$ cat src/rtl/speed_req_pkg.sv
// Constants and types shared by the working speed request decoder
package speed_req_pkg;

  localparam int          ADDR_W       = 8;
  // Request frame layout
  localparam logic [28:0] CAN_ID       = 29'h18EF71C9;
  localparam int          ACT_BIT      = 0;
  localparam int          SPD_LSB      = 32;
  localparam int          SPD_W        = 16;
  // Speed figures in rpm
  localparam logic [15:0] RPM_MIN      = 16'h03E8;
  localparam logic [15:0] RPM_MAX      = 16'h0ED8;
  localparam logic [15:0] RPM_STEP     = 16'h0064;
  localparam logic [15:0] RPM_HOLD_MIN = 16'h0514;
  localparam logic [15:0] RPM_BYPASS   = 16'h04B0;
  localparam logic [15:0] RPM_STAGE0   = 16'h03E8;
  localparam logic [15:0] RPM_STAGE1   = 16'h05DC;
  localparam logic [15:0] RPM_STAGE2   = 16'h07D0;
  // Timing: one ramp and timeout tick per millisecond
  localparam int          CLK_NS       = 10;
  localparam int          TICK_NS      = 1000000;
  localparam int          TICK_CYC_DEF = TICK_NS / CLK_NS;
  // Register offsets
  localparam logic [7:0]  OFS_CTRL     = 8'h00;
  localparam logic [7:0]  OFS_RAMP     = 8'h04;
  localparam logic [7:0]  OFS_SETP     = 8'h08;
  localparam logic [7:0]  OFS_TMO      = 8'h0C;
  localparam logic [7:0]  OFS_STAT     = 8'h10;
  localparam logic [7:0]  OFS_IRQ      = 8'h14;
  localparam logic [7:0]  OFS_MASK     = 8'h18;
  localparam logic [7:0]  OFS_TGT      = 8'h1C;
  // Control fields
  localparam int          CTRL_W       = 6;
  localparam int          CTRL_EN      = 0;
  localparam int          CTRL_VAR     = 1;
  localparam int          CTRL_R250    = 2;
  localparam int          CTRL_FLEET   = 3;
  localparam int          CTRL_STG     = 4;
  // Status fields
  localparam int          STAT_SRC     = 16;
  localparam int          STAT_BYP     = 18;
  localparam int          STAT_LOW     = 19;
  // Interrupt bits
  localparam int          IRQ_W        = 4;
  localparam int          IRQ_FRAME    = 0;
  localparam int          IRQ_FAIL     = 1;
  localparam int          IRQ_BYP      = 2;
  localparam int          IRQ_CLAMP    = 3;
  // Reset values
  localparam logic [5:0]  CTRL_RST     = 6'h00;
  localparam logic [15:0] RAMP_RST     = 16'h0000;
  localparam logic [15:0] SETP_RST     = 16'h03E8;
  localparam logic [15:0] TMO_RST      = 16'h0064;
  localparam logic [3:0]  MASK_RST     = 4'h0;
  // Bus responses
  localparam logic [1:0]  RESP_OKAY    = 2'b00;
  localparam logic [1:0]  RESP_SLVERR  = 2'b10;

  typedef enum logic [1:0] {
    SRC_OFF   = 2'b00,
    SRC_WIRED = 2'b01,
    SRC_CAN   = 2'b10
  } src_t;

  typedef struct packed {
    logic        valid;
    logic        ext;
    logic [28:0] id;
    logic [63:0] data;
  } can_frame_t;

endpackage

$ cat src/rtl/speed_quantize.sv
// Clamps a speed to the legal range and rounds it down to the step grid
`timescale 1ns/1ps
`default_nettype none
module speed_quantize (
  input  wire logic [15:0] rpm_in,
  output logic      [15:0] rpm_out,
  output logic             clamped
);
  logic [15:0] lim;

  always_comb begin
    lim     = rpm_in;
    clamped = 1'b0;
    if (rpm_in > speed_req_pkg::RPM_MAX) begin
      lim     = speed_req_pkg::RPM_MAX;
      clamped = 1'b1;
    end else if (rpm_in < speed_req_pkg::RPM_MIN) begin
      lim = speed_req_pkg::RPM_MIN;
    end
    rpm_out = 16'((lim / speed_req_pkg::RPM_STEP) * speed_req_pkg::RPM_STEP);
  end
endmodule // speed_quantize
`default_nettype wire

$ cat src/rtl/speed_ramp.sv
// Moves the commanded speed toward the target by a fixed step per tick
`timescale 1ns/1ps
`default_nettype none
module speed_ramp (
  input  wire logic        aclk,
  input  wire logic        aresetn,
  input  wire logic        tick,
  input  wire logic [15:0] target,
  input  wire logic [15:0] step,
  output logic      [15:0] cur_q
);
  // A step of zero freezes the speed
  always_ff @(posedge aclk) begin
    if (!aresetn) begin
      cur_q <= speed_req_pkg::RPM_MIN;
    end else if (tick && step != 16'h0000) begin
      if (cur_q < target) begin
        cur_q <= (16'(target - cur_q) > step) ? 16'(cur_q + step) : target;
      end else if (cur_q > target) begin
        cur_q <= (16'(cur_q - target) > step) ? 16'(cur_q - step) : target;
      end
    end
  end
endmodule // speed_ramp
`default_nettype wire

$ cat src/rtl/speed_request_decoder.sv
// Working speed request decoder with register slave and interrupt
// How it works
// - Only extended frames with the request identifier are accepted; bit rate is selectable.
// - Activation is payload bit 0; target rpm is payload bits 47..32.
// - While the CAN request is active, wired up/down inputs are ignored.
// - Wired control returns when activation clears or the message fails.
// - Commanded speed never exceeds 3800 rpm.
// - Variable option sets 1000 to 3800 rpm in 100 rpm steps.
// - Fixed option offers only 1000, 1500 and 2000 rpm.
// - A ramp step of zero holds the commanded speed.
// - Speeds below 1300 rpm are flagged as not guaranteed.
// - After reset all speed parameters sit at safe low values.
// - An engine protection limit may lower the commanded speed.
// - Commanding above 1200 rpm switches off an active ignition bypass.
// - The fleet option forces the 250 kbit/s rate.
`timescale 1ns/1ps
`default_nettype none
module speed_request_decoder #(
  parameter int unsigned TICK_CYC = speed_req_pkg::TICK_CYC_DEF
) (
  input  wire logic                             aclk,
  input  wire logic                             aresetn,
  input  wire logic                             s_axi_awvalid,
  output logic                                  s_axi_awready,
  input  wire logic [speed_req_pkg::ADDR_W-1:0] s_axi_awaddr,
  input  wire logic [2:0]                       s_axi_awprot,
  input  wire logic                             s_axi_wvalid,
  output logic                                  s_axi_wready,
  input  wire logic [31:0]                      s_axi_wdata,
  input  wire logic [3:0]                       s_axi_wstrb,
  output logic                                  s_axi_bvalid,
  input  wire logic                             s_axi_bready,
  output logic      [1:0]                       s_axi_bresp,
  input  wire logic                             s_axi_arvalid,
  output logic                                  s_axi_arready,
  input  wire logic [speed_req_pkg::ADDR_W-1:0] s_axi_araddr,
  input  wire logic [2:0]                       s_axi_arprot,
  output logic                                  s_axi_rvalid,
  input  wire logic                             s_axi_rready,
  output logic      [31:0]                      s_axi_rdata,
  output logic      [1:0]                       s_axi_rresp,
  input  wire speed_req_pkg::can_frame_t        can_rx,
  input  wire logic                             speed_up,
  input  wire logic                             speed_down,
  input  wire logic                             bypass_on,
  input  wire logic [15:0]                      eng_limit_rpm,
  output logic      [15:0]                      rpm_cmd,
  output logic                                  can_rate_250,
  output logic                                  bypass_active,
  output logic                                  low_speed,
  output logic                                  irq
);

  localparam int TW = $clog2(TICK_CYC);

  localparam int CTRL_W_L = speed_req_pkg::CTRL_W;
  logic [CTRL_W_L-1:0] ctrl_q;
  logic [15:0]                    ramp_q;
  logic [15:0]                    setp_q;
  logic [15:0]                    tmo_q;
  logic [speed_req_pkg::IRQ_W-1:0] irq_q;
  logic [speed_req_pkg::IRQ_W-1:0] mask_q;
  logic [speed_req_pkg::IRQ_W-1:0] ev;
  speed_req_pkg::src_t            src_q;
  logic [15:0]                    can_spd_q;
  logic [TW-1:0]                  tick_cnt_q;
  logic                           tick;
  logic [15:0]                    ms_q;
  logic                           byp_q;
  logic [15:0]                    rpm_q;
  logic                           en;
  logic                           var_mode;
  logic                           frame_hit;
  logic                           frame_act;
  logic [15:0]                    frame_spd;
  logic                           fail;
  logic [15:0]                    tgt_raw;
  logic [15:0]                    tgt;
  logic [15:0]                    ramp_cur;
  logic                           aw_hold_q;
  logic [speed_req_pkg::ADDR_W-1:0] aw_addr_q;
  logic                           w_hold_q;
  logic [31:0]                    w_data_q;
  logic [3:0]                     w_strb_q;
  logic                           bvalid_q;
  logic [1:0]                     bresp_q;
  logic                           rvalid_q;
  logic [31:0]                    rdata_q;
  logic [1:0]                     rresp_q;
  logic                           do_wr;
  logic [31:0]                    rd_val;
  logic                           rd_ok;

  function automatic logic [31:0] merge(input logic [31:0] old, input logic [31:0] d, input logic [3:0] s);
    logic [31:0] r;
    r = old;
    for (int i = 0; i < 4; i++) begin
      if (s[i]) begin
        r[8*i +: 8] = d[8*i +: 8];
      end
    end
    return r;
  endfunction

  ////////////////////////////////////////////////////////////////////////////
  // Frame decode

  assign en        = ctrl_q[speed_req_pkg::CTRL_EN];
  assign var_mode  = ctrl_q[speed_req_pkg::CTRL_VAR];
  assign frame_act = can_rx.data[speed_req_pkg::ACT_BIT];
  assign frame_spd = can_rx.data[speed_req_pkg::SPD_LSB +: speed_req_pkg::SPD_W];
  // Requests only count in the variable option
  assign frame_hit = can_rx.valid && can_rx.ext && (can_rx.id == speed_req_pkg::CAN_ID)
                     && en && var_mode;
  assign can_rate_250 = ctrl_q[speed_req_pkg::CTRL_R250] || ctrl_q[speed_req_pkg::CTRL_FLEET];

  ////////////////////////////////////////////////////////////////////////////
  // Millisecond tick and message timeout

  assign tick = (tick_cnt_q == TW'(TICK_CYC - 1));

  always_ff @(posedge aclk) begin
    if (!aresetn) begin
      tick_cnt_q <= '0;
    end else if (tick) begin
      tick_cnt_q <= '0;
    end else begin
      tick_cnt_q <= TW'(tick_cnt_q + 1'b1);
    end
  end

  always_ff @(posedge aclk) begin
    if (!aresetn) begin
      ms_q <= 16'h0000;
    end else if (frame_hit || src_q != speed_req_pkg::SRC_CAN) begin
      ms_q <= 16'h0000;
    end else if (tick && ms_q != 16'hFFFF) begin
      ms_q <= 16'(ms_q + 16'h0001);
    end
  end

  assign fail = (src_q == speed_req_pkg::SRC_CAN) && (ms_q >= tmo_q);

  ////////////////////////////////////////////////////////////////////////////
  // Command source

  always_ff @(posedge aclk) begin
    if (!aresetn) begin
      src_q <= speed_req_pkg::SRC_OFF;
    end else begin
      case (src_q)
        speed_req_pkg::SRC_OFF: begin
          if (en) begin
            src_q <= speed_req_pkg::SRC_WIRED;
          end
        end
        speed_req_pkg::SRC_WIRED: begin
          if (!en) begin
            src_q <= speed_req_pkg::SRC_OFF;
          end else if (frame_hit && frame_act) begin
            src_q <= speed_req_pkg::SRC_CAN;
          end
        end
        speed_req_pkg::SRC_CAN: begin
          if (!en || !var_mode) begin
            src_q <= en ? speed_req_pkg::SRC_WIRED : speed_req_pkg::SRC_OFF;
          end else if (frame_hit) begin
            src_q <= frame_act ? speed_req_pkg::SRC_CAN : speed_req_pkg::SRC_WIRED;
          end else if (fail) begin
            src_q <= speed_req_pkg::SRC_WIRED;
          end
        end
        default: begin
          src_q <= speed_req_pkg::SRC_OFF;
        end
      endcase
    end
  end

  always_ff @(posedge aclk) begin
    if (!aresetn) begin
      can_spd_q <= speed_req_pkg::RPM_MIN;
    end else if (frame_hit && frame_act) begin
      can_spd_q <= frame_spd;
    end
  end

  ////////////////////////////////////////////////////////////////////////////
  // Control registers and wired setpoint

  assign do_wr = aw_hold_q && w_hold_q && !bvalid_q;

  always_ff @(posedge aclk) begin
    if (!aresetn) begin
      ctrl_q <= speed_req_pkg::CTRL_RST;
      ramp_q <= speed_req_pkg::RAMP_RST;
      setp_q <= speed_req_pkg::SETP_RST;
      tmo_q  <= speed_req_pkg::TMO_RST;
      mask_q <= speed_req_pkg::MASK_RST;
    end else if (do_wr) begin
      case (aw_addr_q)
        speed_req_pkg::OFS_CTRL: ctrl_q <= CTRL_W_L'(merge(32'(ctrl_q), w_data_q, w_strb_q));
        speed_req_pkg::OFS_RAMP: ramp_q <= 16'(merge(32'(ramp_q), w_data_q, w_strb_q));
        speed_req_pkg::OFS_SETP: setp_q <= 16'(merge(32'(setp_q), w_data_q, w_strb_q));
        speed_req_pkg::OFS_TMO:  tmo_q  <= 16'(merge(32'(tmo_q), w_data_q, w_strb_q));
        speed_req_pkg::OFS_MASK: mask_q <= 4'(merge(32'(mask_q), w_data_q, w_strb_q));
        default: begin
        end
      endcase
    end else if (src_q == speed_req_pkg::SRC_WIRED && (speed_up ^ speed_down)) begin
      if (var_mode) begin
        if (speed_up && setp_q <= 16'(speed_req_pkg::RPM_MAX - speed_req_pkg::RPM_STEP)) begin
          setp_q <= 16'(setp_q + speed_req_pkg::RPM_STEP);
        end else if (speed_down && setp_q >= 16'(speed_req_pkg::RPM_MIN + speed_req_pkg::RPM_STEP)) begin
          setp_q <= 16'(setp_q - speed_req_pkg::RPM_STEP);
        end
      end else begin
        if (speed_up && ctrl_q[speed_req_pkg::CTRL_STG +: 2] < 2'h2) begin
          ctrl_q[speed_req_pkg::CTRL_STG +: 2] <= 2'(ctrl_q[speed_req_pkg::CTRL_STG +: 2] + 2'h1);
        end else if (speed_down && ctrl_q[speed_req_pkg::CTRL_STG +: 2] != 2'h0) begin
          ctrl_q[speed_req_pkg::CTRL_STG +: 2] <= 2'(ctrl_q[speed_req_pkg::CTRL_STG +: 2] - 2'h1);
        end
      end
    end
  end

  ////////////////////////////////////////////////////////////////////////////
  // Target, ramp and output

  always_comb begin
    tgt_raw = setp_q;
    if (src_q == speed_req_pkg::SRC_CAN) begin
      tgt_raw = can_spd_q;
    end else if (!var_mode) begin
      case (ctrl_q[speed_req_pkg::CTRL_STG +: 2])
        2'h0:    tgt_raw = speed_req_pkg::RPM_STAGE0;
        2'h1:    tgt_raw = speed_req_pkg::RPM_STAGE1;
        default: tgt_raw = speed_req_pkg::RPM_STAGE2;
      endcase
    end
  end

  // Clamp and grid the target
  speed_quantize u_quant (
    .rpm_in  (tgt_raw),
    .rpm_out (tgt),
    .clamped ()
  );

  speed_ramp u_ramp (
    .aclk    (aclk),
    .aresetn (aresetn),
    .tick    (tick),
    .target  (tgt),
    .step    (ramp_q),
    .cur_q   (ramp_cur)
  );

  always_ff @(posedge aclk) begin
    if (!aresetn || src_q == speed_req_pkg::SRC_OFF) begin
      rpm_q <= 16'h0000;
    end else begin
      rpm_q <= (ramp_cur < eng_limit_rpm) ? ramp_cur : eng_limit_rpm;
    end
  end

  assign rpm_cmd   = rpm_q;
  assign low_speed = (rpm_q != 16'h0000) && (rpm_q < speed_req_pkg::RPM_HOLD_MIN);

  // Hardware clear wins: a bypass cannot be held at high speed
  always_ff @(posedge aclk) begin
    if (!aresetn) begin
      byp_q <= 1'b0;
    end else if (rpm_q > speed_req_pkg::RPM_BYPASS) begin
      byp_q <= 1'b0;
    end else if (bypass_on) begin
      byp_q <= 1'b1;
    end
  end

  assign bypass_active = byp_q;

  ////////////////////////////////////////////////////////////////////////////
  // Interrupts

  always_comb begin
    ev = '0;
    ev[speed_req_pkg::IRQ_FRAME] = frame_hit;
    ev[speed_req_pkg::IRQ_FAIL]  = fail && !frame_hit;
    ev[speed_req_pkg::IRQ_BYP]   = byp_q && (rpm_q > speed_req_pkg::RPM_BYPASS);
    ev[speed_req_pkg::IRQ_CLAMP] = frame_hit && frame_act && (frame_spd > speed_req_pkg::RPM_MAX);
  end

  // New events win over a write-one-to-clear in the same cycle
  always_ff @(posedge aclk) begin
    if (!aresetn) begin
      irq_q <= '0;
    end else if (do_wr && aw_addr_q == speed_req_pkg::OFS_IRQ && w_strb_q[0]) begin
      irq_q <= (irq_q & ~w_data_q[speed_req_pkg::IRQ_W-1:0]) | ev;
    end else begin
      irq_q <= irq_q | ev;
    end
  end

  assign irq = |(irq_q & mask_q);

  ////////////////////////////////////////////////////////////////////////////
  // AXI4-Lite slave

  assign s_axi_awready = !aw_hold_q && !bvalid_q;
  assign s_axi_wready  = !w_hold_q && !bvalid_q;
  assign s_axi_bvalid  = bvalid_q;
  assign s_axi_bresp   = bresp_q;
  assign s_axi_arready = !rvalid_q;
  assign s_axi_rvalid  = rvalid_q;
  assign s_axi_rdata   = rdata_q;
  assign s_axi_rresp   = rresp_q;

  always_ff @(posedge aclk) begin
    if (!aresetn) begin
      aw_hold_q <= 1'b0;
      aw_addr_q <= '0;
      w_hold_q  <= 1'b0;
      w_data_q  <= 32'h00000000;
      w_strb_q  <= 4'h0;
    end else begin
      if (s_axi_awvalid && s_axi_awready) begin
        aw_hold_q <= 1'b1;
        aw_addr_q <= s_axi_awaddr;
      end else if (do_wr) begin
        aw_hold_q <= 1'b0;
      end
      if (s_axi_wvalid && s_axi_wready) begin
        w_hold_q <= 1'b1;
        w_data_q <= s_axi_wdata;
        w_strb_q <= s_axi_wstrb;
      end else if (do_wr) begin
        w_hold_q <= 1'b0;
      end
    end
  end

  always_ff @(posedge aclk) begin
    if (!aresetn) begin
      bvalid_q <= 1'b0;
      bresp_q  <= speed_req_pkg::RESP_OKAY;
    end else if (do_wr) begin
      bvalid_q <= 1'b1;
      bresp_q  <= (aw_addr_q[1:0] == 2'b00 && aw_addr_q <= speed_req_pkg::OFS_TGT)
                  ? speed_req_pkg::RESP_OKAY : speed_req_pkg::RESP_SLVERR;
    end else if (s_axi_bready) begin
      bvalid_q <= 1'b0;
    end
  end

  always_comb begin
    rd_val = 32'h00000000;
    rd_ok  = 1'b1;
    case (s_axi_araddr)
      speed_req_pkg::OFS_CTRL: rd_val = 32'(ctrl_q);
      speed_req_pkg::OFS_RAMP: rd_val = 32'(ramp_q);
      speed_req_pkg::OFS_SETP: rd_val = 32'(setp_q);
      speed_req_pkg::OFS_TMO:  rd_val = 32'(tmo_q);
      speed_req_pkg::OFS_STAT: begin
        rd_val[15:0] = rpm_q;
        rd_val[speed_req_pkg::STAT_SRC +: 2] = src_q;
        rd_val[speed_req_pkg::STAT_BYP] = byp_q;
        rd_val[speed_req_pkg::STAT_LOW] = low_speed;
      end
      speed_req_pkg::OFS_IRQ:  rd_val = 32'(irq_q);
      speed_req_pkg::OFS_MASK: rd_val = 32'(mask_q);
      speed_req_pkg::OFS_TGT:  rd_val = 32'(tgt);
      default:                 rd_ok  = 1'b0;
    endcase
  end

  always_ff @(posedge aclk) begin
    if (!aresetn) begin
      rvalid_q <= 1'b0;
      rdata_q  <= 32'h00000000;
      rresp_q  <= speed_req_pkg::RESP_OKAY;
    end else if (s_axi_arvalid && s_axi_arready) begin
      rvalid_q <= 1'b1;
      rdata_q  <= rd_val;
      rresp_q  <= rd_ok ? speed_req_pkg::RESP_OKAY : speed_req_pkg::RESP_SLVERR;
    end else if (s_axi_rready) begin
      rvalid_q <= 1'b0;
    end
  end
endmodule // speed_request_decoder
`default_nettype wire

$ cat config.mk
export PLATFORM = sky130hd
export DESIGN_NAME = speed_request_decoder
export DESIGN_NICKNAME = d
export VERILOG_FILES = /design/src/rtl/speed_req_pkg.sv /design/src/rtl/speed_quantize.sv /design/src/rtl/speed_ramp.sv /design/src/rtl/speed_request_decoder.sv
export SDC_FILE = /design/constraint.sdc
export NUM_CORES = 1
export LEC_CHECK = 0
export BUFFER_PORTS_ARGS = -buffer_cell sky130_fd_sc_hd__clkbuf_2
export CAP_MARGIN = 5
export CORE_UTILIZATION = 50
export DETAILED_ROUTE_END_ITERATION = 7
export PLACE_DENSITY = 0.76
export REMOVE_ABC_BUFFERS = 1
export SYNTH_ARGS = -nofsm -noshare
export SYNTH_HDL_FRONTEND = slang
export SYNTH_SLANG_ARGS = --single-unit
$ cat constraint.sdc
create_clock -name aclk -period 10.3 [get_ports aclk]
set_input_delay 1.03 -clock aclk [delete_from_list [all_inputs] [get_ports aclk]]
set_output_delay 1.03 -clock aclk [all_outputs]
set_load 0.01 [all_outputs]
==> out/metrics.yaml, run 1 <==
run_status:
  outcome: "completed"
floorplan:
  die_w_um: 178
  core-area_um2: 30000
  die-area_um2: 31500
  initial_core_util_pct: 51.5
  dieHeight_um: 178
  pin_count: 240
  rows: 63
worst_setup_path:
  worstSetupEndpointType: "flip-flop"
  worstPathArrival_ns: 10.10
  critical_path_required_ns: 10.64
  crit_top_cell: "ha_1"
  path_max_fanout: 9
  start_kind: "flip-flop"
  crit_slowest_cell: "or4_1"
  slowest_delay_ns: 0.61
  worstSetupPathType: "reg -> reg"
power:
  sw_frac_of_total_pct: 34.3
  power.density_nw_per_um2: 120
  p_sw_mw: 0.715
  combPwrFrac_pct: 28.4
  irDropWorstVdd_uv: 113
  pwr-share-clk_pct: 33.8
  intPower_mw: 1.37
  total_power_mw: 2.09
  leakagePower_nw: 7.63
  seq_power_share_pct: 37.8
detailed_routing:
  viasPerCell: 6.10
  first_pass_iters: 8
  drt_iter0_drc: 1318
  routed_wl_mm: 47.6
  vias: 15204
  postRouteAntennaNets: 0
  routedWlPerCell_um: 19.1
  route.detailed.drc: 0
global_routing:
  grt_max_degree: 65
  grt_use_total_pct: 30.2
  grt_pass1_wl_mm: 74.4
  grt_pass1_vias: 14327
  grt_overflow: 0
  antenna_found_initial: 0
clocking:
  cts_max_level: 4
  cts_sinks: 198
  cts-root-buf: "clkbuf_16"
  cts_tree: "done"
  cts_hold_buf: 0
  cts_buffers: 17
  clk_latency_ns: 0.45
  clockBufferDepth: 2
  path_clk_slew_ns: 0.08
synthesis:
  syn_area_per_cell_um2: 8.01
  netlist_instances: 1925
  synth-main-ff-cell: "dfxtp_1"
  ys_seq_area_share_pct: 25.7
  ys_ff_latch: 198
  synth_area_um2: 15400
  yosysWarnings: 0
  async_flop_share_pct: 0
  synth_edf_count: 0
  ys_types: 112
sta:
  relSlewSlack_pct: 11.1
  finalSetupViolCount: 0
  finalClockSkew_ns: 0.0149
  fmax_mhz: 102
  fin_hold_ws_ns: 0.459
  timing.final.crit_share_pct: 94.7
  worst_pin_slew_ns: 1.33
  drv_slew: 0
  finalCriticalPeriod_ns: 9.76
  finalWorstSetupSlack_ns: 0.541
  hold_viol_final: 0
finish:
  final_cell_mix: "198 x nand2_1, 198 x dfxtp_1, 174 x nor2_1"
  drive_gt1_share_pct: 14.4
  antenna_cells: 0
  syn_to_final_growth_pct: 13.1
  design_area_um2: 17400
  fin_nets: 2443
  fillers: 2758
job:
  cap_violations: 0
placed_design:
  dpl_cell_area_um2: 16800
  dp.final_hpwl_mm: 36.6
  dp_slack_ns: 0.406
  portBuffers: 154
  gp_congestion: 0.984
min_path:
  min_path_type: "reg -> reg"
-- worst max-delay path, delay by kind of cell, from the launching register on --
family	cells	cell delay [ns]
AOI/OAI and AO/OA	16	3.21
adders and majority gates	7	2.14
and+or+nand+nor	10	2.10
buffers and inverters	6	0.87
muxes	2	0.50
DFF	1	0.40
xor gates and xnor gates	2	0.40
-- kinds of logic after synthesis --
| kind of cell | synth area share (%) |
|---|---|
| xor gates and xnor gates | 4.26 |
| other | 0.0487 |
| adders and majority gates | 14.9 |
| muxes | 4.49 |
| DFF | 25.7 |
| and+or+nand+nor | 20.8 |
| buffers and inverters | 5.88 |
| AOI/OAI and AO/OA | 23.9 |
-- metrics by stage --
stage | setup TNS [ns] | instances | util (%)
finish | 0 | 2491 | 58.2
global route | -0.224 | 2491 | 58.2
CTS | 0 | 2487 | 58.0
detailed placement | 0 | 2455 | 55.9
global placement | 0 | 2455 | 55.9
floorplan | 0 | 1864 | -
-- cell usage after synthesis, types with 24 or more instances --
cell type | count | share of area, %
a21boi_0 | 41 | 2.0
a21o_1 | 48 | 2.3
a21oi_1 | 128 | 4.2
a22oi_1 | 35 | 1.7
clkbuf_1 | 52 | 1.3
dfxtp_1 | 198 | 26
ha_1 | 167 | 14
inv_1 | 129 | 3.1
mux2i_1 | 63 | 4.1
nand2_1 | 199 | 4.8
nand3_1 | 54 | 1.8
nor2_1 | 175 | 4.3
nor2b_1 | 54 | 2.2
nor3_1 | 28 | 0.91
o21ai_0 | 66 | 2.1
o21bai_1 | 24 | 1.2
xnor2_1 | 53 | 3.0
-- timing repair --
item                                    4_1_cts  5_1_grt
gates resized for setup                       0       15
buffers inserted                              0        4
endpoints found under the setup margin        0       16
-- power groups by stage --
stage	registers [mW]	logic, mW	clock network, mW
2_1_floorplan	0.802	0.362	0
3_3_place_gp	0.806	0.542	0
3_5_place_dp	0.807	0.556	0
4_1_cts	0.788	0.562	0.709
5_1_grt	0.790	0.649	0.739
6_report	0.789	0.594	0.705
-- worst paths after layout --
path,depth (start not counted),to,slack [ns],from
worst max-delay path,43,u_ramp.cur_q[2],0.54,ctrl_q[4]
worst min-delay path,2,can_spd_q[13],0.46,can_spd_q[13]
worst max register to register,43,u_ramp.cur_q[2],0.54,ctrl_q[4]
worst min register to register,2,can_spd_q[13],0.46,can_spd_q[13]
-- flip-flops by register name (all words and copies together) (netlist names), 2 cells and up --
signal,cells
ms_q,16
u_ramp.cur_q,16
aw_addr_q,8
w_strb_q,2
irq_q,4
src_q,2
can_spd_q,16
tmo_q,16
w_data_q,16
mask_q,4
ctrl_q,6
setp_q,16
s_axi_rdata,20
tick_cnt_q,17
rpm_cmd,16
ramp_q,16
-- layer usage --
layer	global-route usage, %	up-vias	share of wire [%]
li1	-	7221	-
met1	39.1	7143	43
met2	47.6	700	44
met3	6.23	140	8.8
met4	14.4	0	4.6
met5	0	-	0
-- area by class of cell --
| type | instances | area (um^2) | share of cell area (%) |
|---|---|---|---|
| tap | 390 | 488 | 2.80 |
| sequential | 198 | 3960 | 22.7 |
| clock inverter | 14 | 176 | 1.01 |
| multi-input combinational | 1532 | 10700 | 61.4 |
| clock buffer | 18 | 429 | 2.46 |
| timing repair buffer | 205 | 1170 | 6.68 |
| inverter | 134 | 503 | 2.88 |
(Power assumes the default switching activity.)
==> run 2, diff against run 1 <==
--- a/config.mk
+++ b/config.mk
@@ -8,6 +8,7 @@
 export BUFFER_PORTS_ARGS = -buffer_cell sky130_fd_sc_hd__clkbuf_2
 export CAP_MARGIN = 5
 export CORE_UTILIZATION = 50
+export CTS_CLUSTER_SIZE = 28
 export DETAILED_ROUTE_END_ITERATION = 7
 export PLACE_DENSITY = 0.76
 export REMOVE_ABC_BUFFERS = 1
==> constraint.sdc (replaced) <==
create_clock -name aclk -period 11.9 [get_ports aclk]
set_input_delay 1.19 -clock aclk [delete_from_list [all_inputs] [get_ports aclk]]
set_output_delay 1.19 -clock aclk [all_outputs]
set_load 0.01 [all_outputs]
==> run 2 against run 1 <==
Against the previous run: utilization shrank 0.87 points; sequential cell count is the same; wire length shrank 1.3%; clock skew grew 0.012 ns; largest cell class unchanged.
==> out/metrics.yaml, run 2 (synthesis gave the netlist of run 1 again) <==
clocking:
  cts_buffers: 17
  clk_latency_ns: 0.46
  clockBufferDepth: 2
  cts_hold_buf: 0
  path_clk_slew_ns: 0.08
  cts_sinks: 198
  cts-root-buf: "clkbuf_16"
  post_cts_buffers: 0
  cts_max_level: 4
  cts_tree: "done"
  cts-resized-gates: 0
power:
  combPwrFrac_pct: 26.4
  pwr-share-clk_pct: 35.3
  sw_frac_of_total_pct: 35.5
  seq_power_share_pct: 38.3
  irDropWorstVdd_uv: 100
  intPower_mw: 1.15
  leakagePower_nw: 7.48
  total_power_mw: 1.78
  p_sw_mw: 0.633
  power.density_nw_per_um2: 104
floorplan:
  initial_core_util_pct: 51.5
  die-area_um2: 31500
  rows: 63
  die_w_um: 178
  core-area_um2: 30000
  pin_count: 240
  dieHeight_um: 178
worst_setup_path:
  worstSetupEndpointType: "flip-flop"
  crit_top_cell: "ha_1"
  critical_path_required_ns: 12.19
  worstPathArrival_ns: 11.51
  path_max_fanout: 18
  worstSetupPathType: "reg -> reg"
  reg2reg_slack_ns: 0.68
  start_kind: "flip-flop"
  crit_slowest_cell: "o31ai_2"
  slowest_delay_ns: 0.95
placed_design:
  dp.final_hpwl_mm: 35.7
  portBuffers: 154
  dp_slack_ns: 1.02
  dp.cells: 2429
  gp_congestion: 0.976
global_routing:
  grt_use_total_pct: 29.8
  grt_pass1_wl_mm: 73.7
  grt_max_degree: 58
  grt_overflow: 0
  antenna_found_initial: 2
  grt_pass1_vias: 14083
sta:
  worst_pin_slew_ns: 1.37
  fmax_mhz: 89.1
  timing.final.crit_share_pct: 94.3
  hold_viol_final: 0
  finalCriticalPeriod_ns: 11.22
  finalSetupViolCount: 0
  finalClockSkew_ns: 0.0267
  relSlewSlack_pct: 7.71
  tns_ns: 0
  rsz0062_at_grt: "false"
  drv_slew: 0
  finalWorstSetupSlack_ns: 0.679
  fin_hold_ws_ns: 0.465
detailed_routing:
  vias: 14959
  viasPerCell: 6.08
  first_pass_iters: 7
  routedWlPerCell_um: 19.1
  routed_wl_mm: 47.0
  drt_iter0_drc: 1511
  postRouteAntennaNets: 0
  route.detailed.drc: 0
finish:
  fin_nets: 2413
  final_cell_mix: "199 x nand2_1, 198 x dfxtp_1, 175 x nor2_1"
  largest_reg_flops: 20
  syn_to_final_growth_pct: 11.4
  final_cells: 2462
  layout_commonest_cell: "nand2_1"
  drive_gt1_share_pct: 12.6
job:
  cap_violations: 0
min_path:
  min_path_type: "reg -> reg"
run_status:
  outcome: "completed"
==> run 2: changes by cell type in the layout (fill, tap and decap cells not counted), moves of 3 or more <==
cell / previous run / this run
inv_12: 0 / 5
ha_1: 164 / 167
ha_2: 3 / 0
inv_6: 7 / 3
a21oi_2: 5 / 1
buf_4: 50 / 21
a21oi_1: 124 / 128
==> run 2: layer usage <==
metal | track usage [%] | wire [um] | vias up
li1 | - | - | 7148
met1 | 38.7 | 20100 | 6975
met4 | 12.6 | 1740 | 0
met5 | 0 | 0 | -
met3 | 5.66 | 4200 | 125
met2 | 48.0 | 20900 | 711
==> run 2: path summary, 6_finish.rpt <==
path                      from  cells after the start               to
setup reg to reg     ctrl_q[1]                     41  u_ramp.cur_q[5]
setup / recovery     ctrl_q[1]                     41  u_ramp.cur_q[5]
hold reg to reg   can_spd_q[4]                      2     can_spd_q[4]
hold / removal    can_spd_q[4]                      2     can_spd_q[4]
==> run 2: layout make-up <==
class                           instances  area, um^2
Clock buffer                           17         425
Multi-Input combinational cell       1532       10700
Clock inverter                         15         203
Fill cell                            2717       12800
Antenna cell                            1        2.50
Inverter                              134         503
Timing Repair Buffer                  175         928
Tap cell                              390         488
Sequential cell                       198        3960
==> run 2: stage by stage <==
| step | cell area [um^2] | util, % |
|---|---|---|
| floorplan | 15100 | - |
| global placement | 16600 | 55.3 |
| detailed placement | 16600 | 55.3 |
| CTS | 17200 | 57.4 |
| global route | 17200 | 57.4 |
| finish | 17200 | 57.4 |
==> run 2: power groups by stage <==
stage | Combinational [mW] | Clock, mW | Sequential [mW]
after floorplan | 0.313 | 0 | 0.694
after global placement | 0.444 | 0 | 0.698
after detailed placement | 0.455 | 0 | 0.698
after CTS | 0.457 | 0.632 | 0.682
after global routing | 0.518 | 0.656 | 0.684
final | 0.471 | 0.629 | 0.683
==> run 2: worst max-delay path, delay by kind of cell (launching register included) <==
| kind | cells | cell delay [ns] |
|---|---|---|
| AO/OA/AOI/OAI | 14 | 3.64 |
| buffers and inverters | 5 | 0.90 |
| adder cells (fa/ha/maj) | 6 | 2.03 |
| multiplexers | 1 | 0.10 |
| XOR/XNOR | 2 | 0.49 |
| flip-flops | 1 | 0.79 |
| AND/OR/NAND/NOR | 13 | 3.04 |
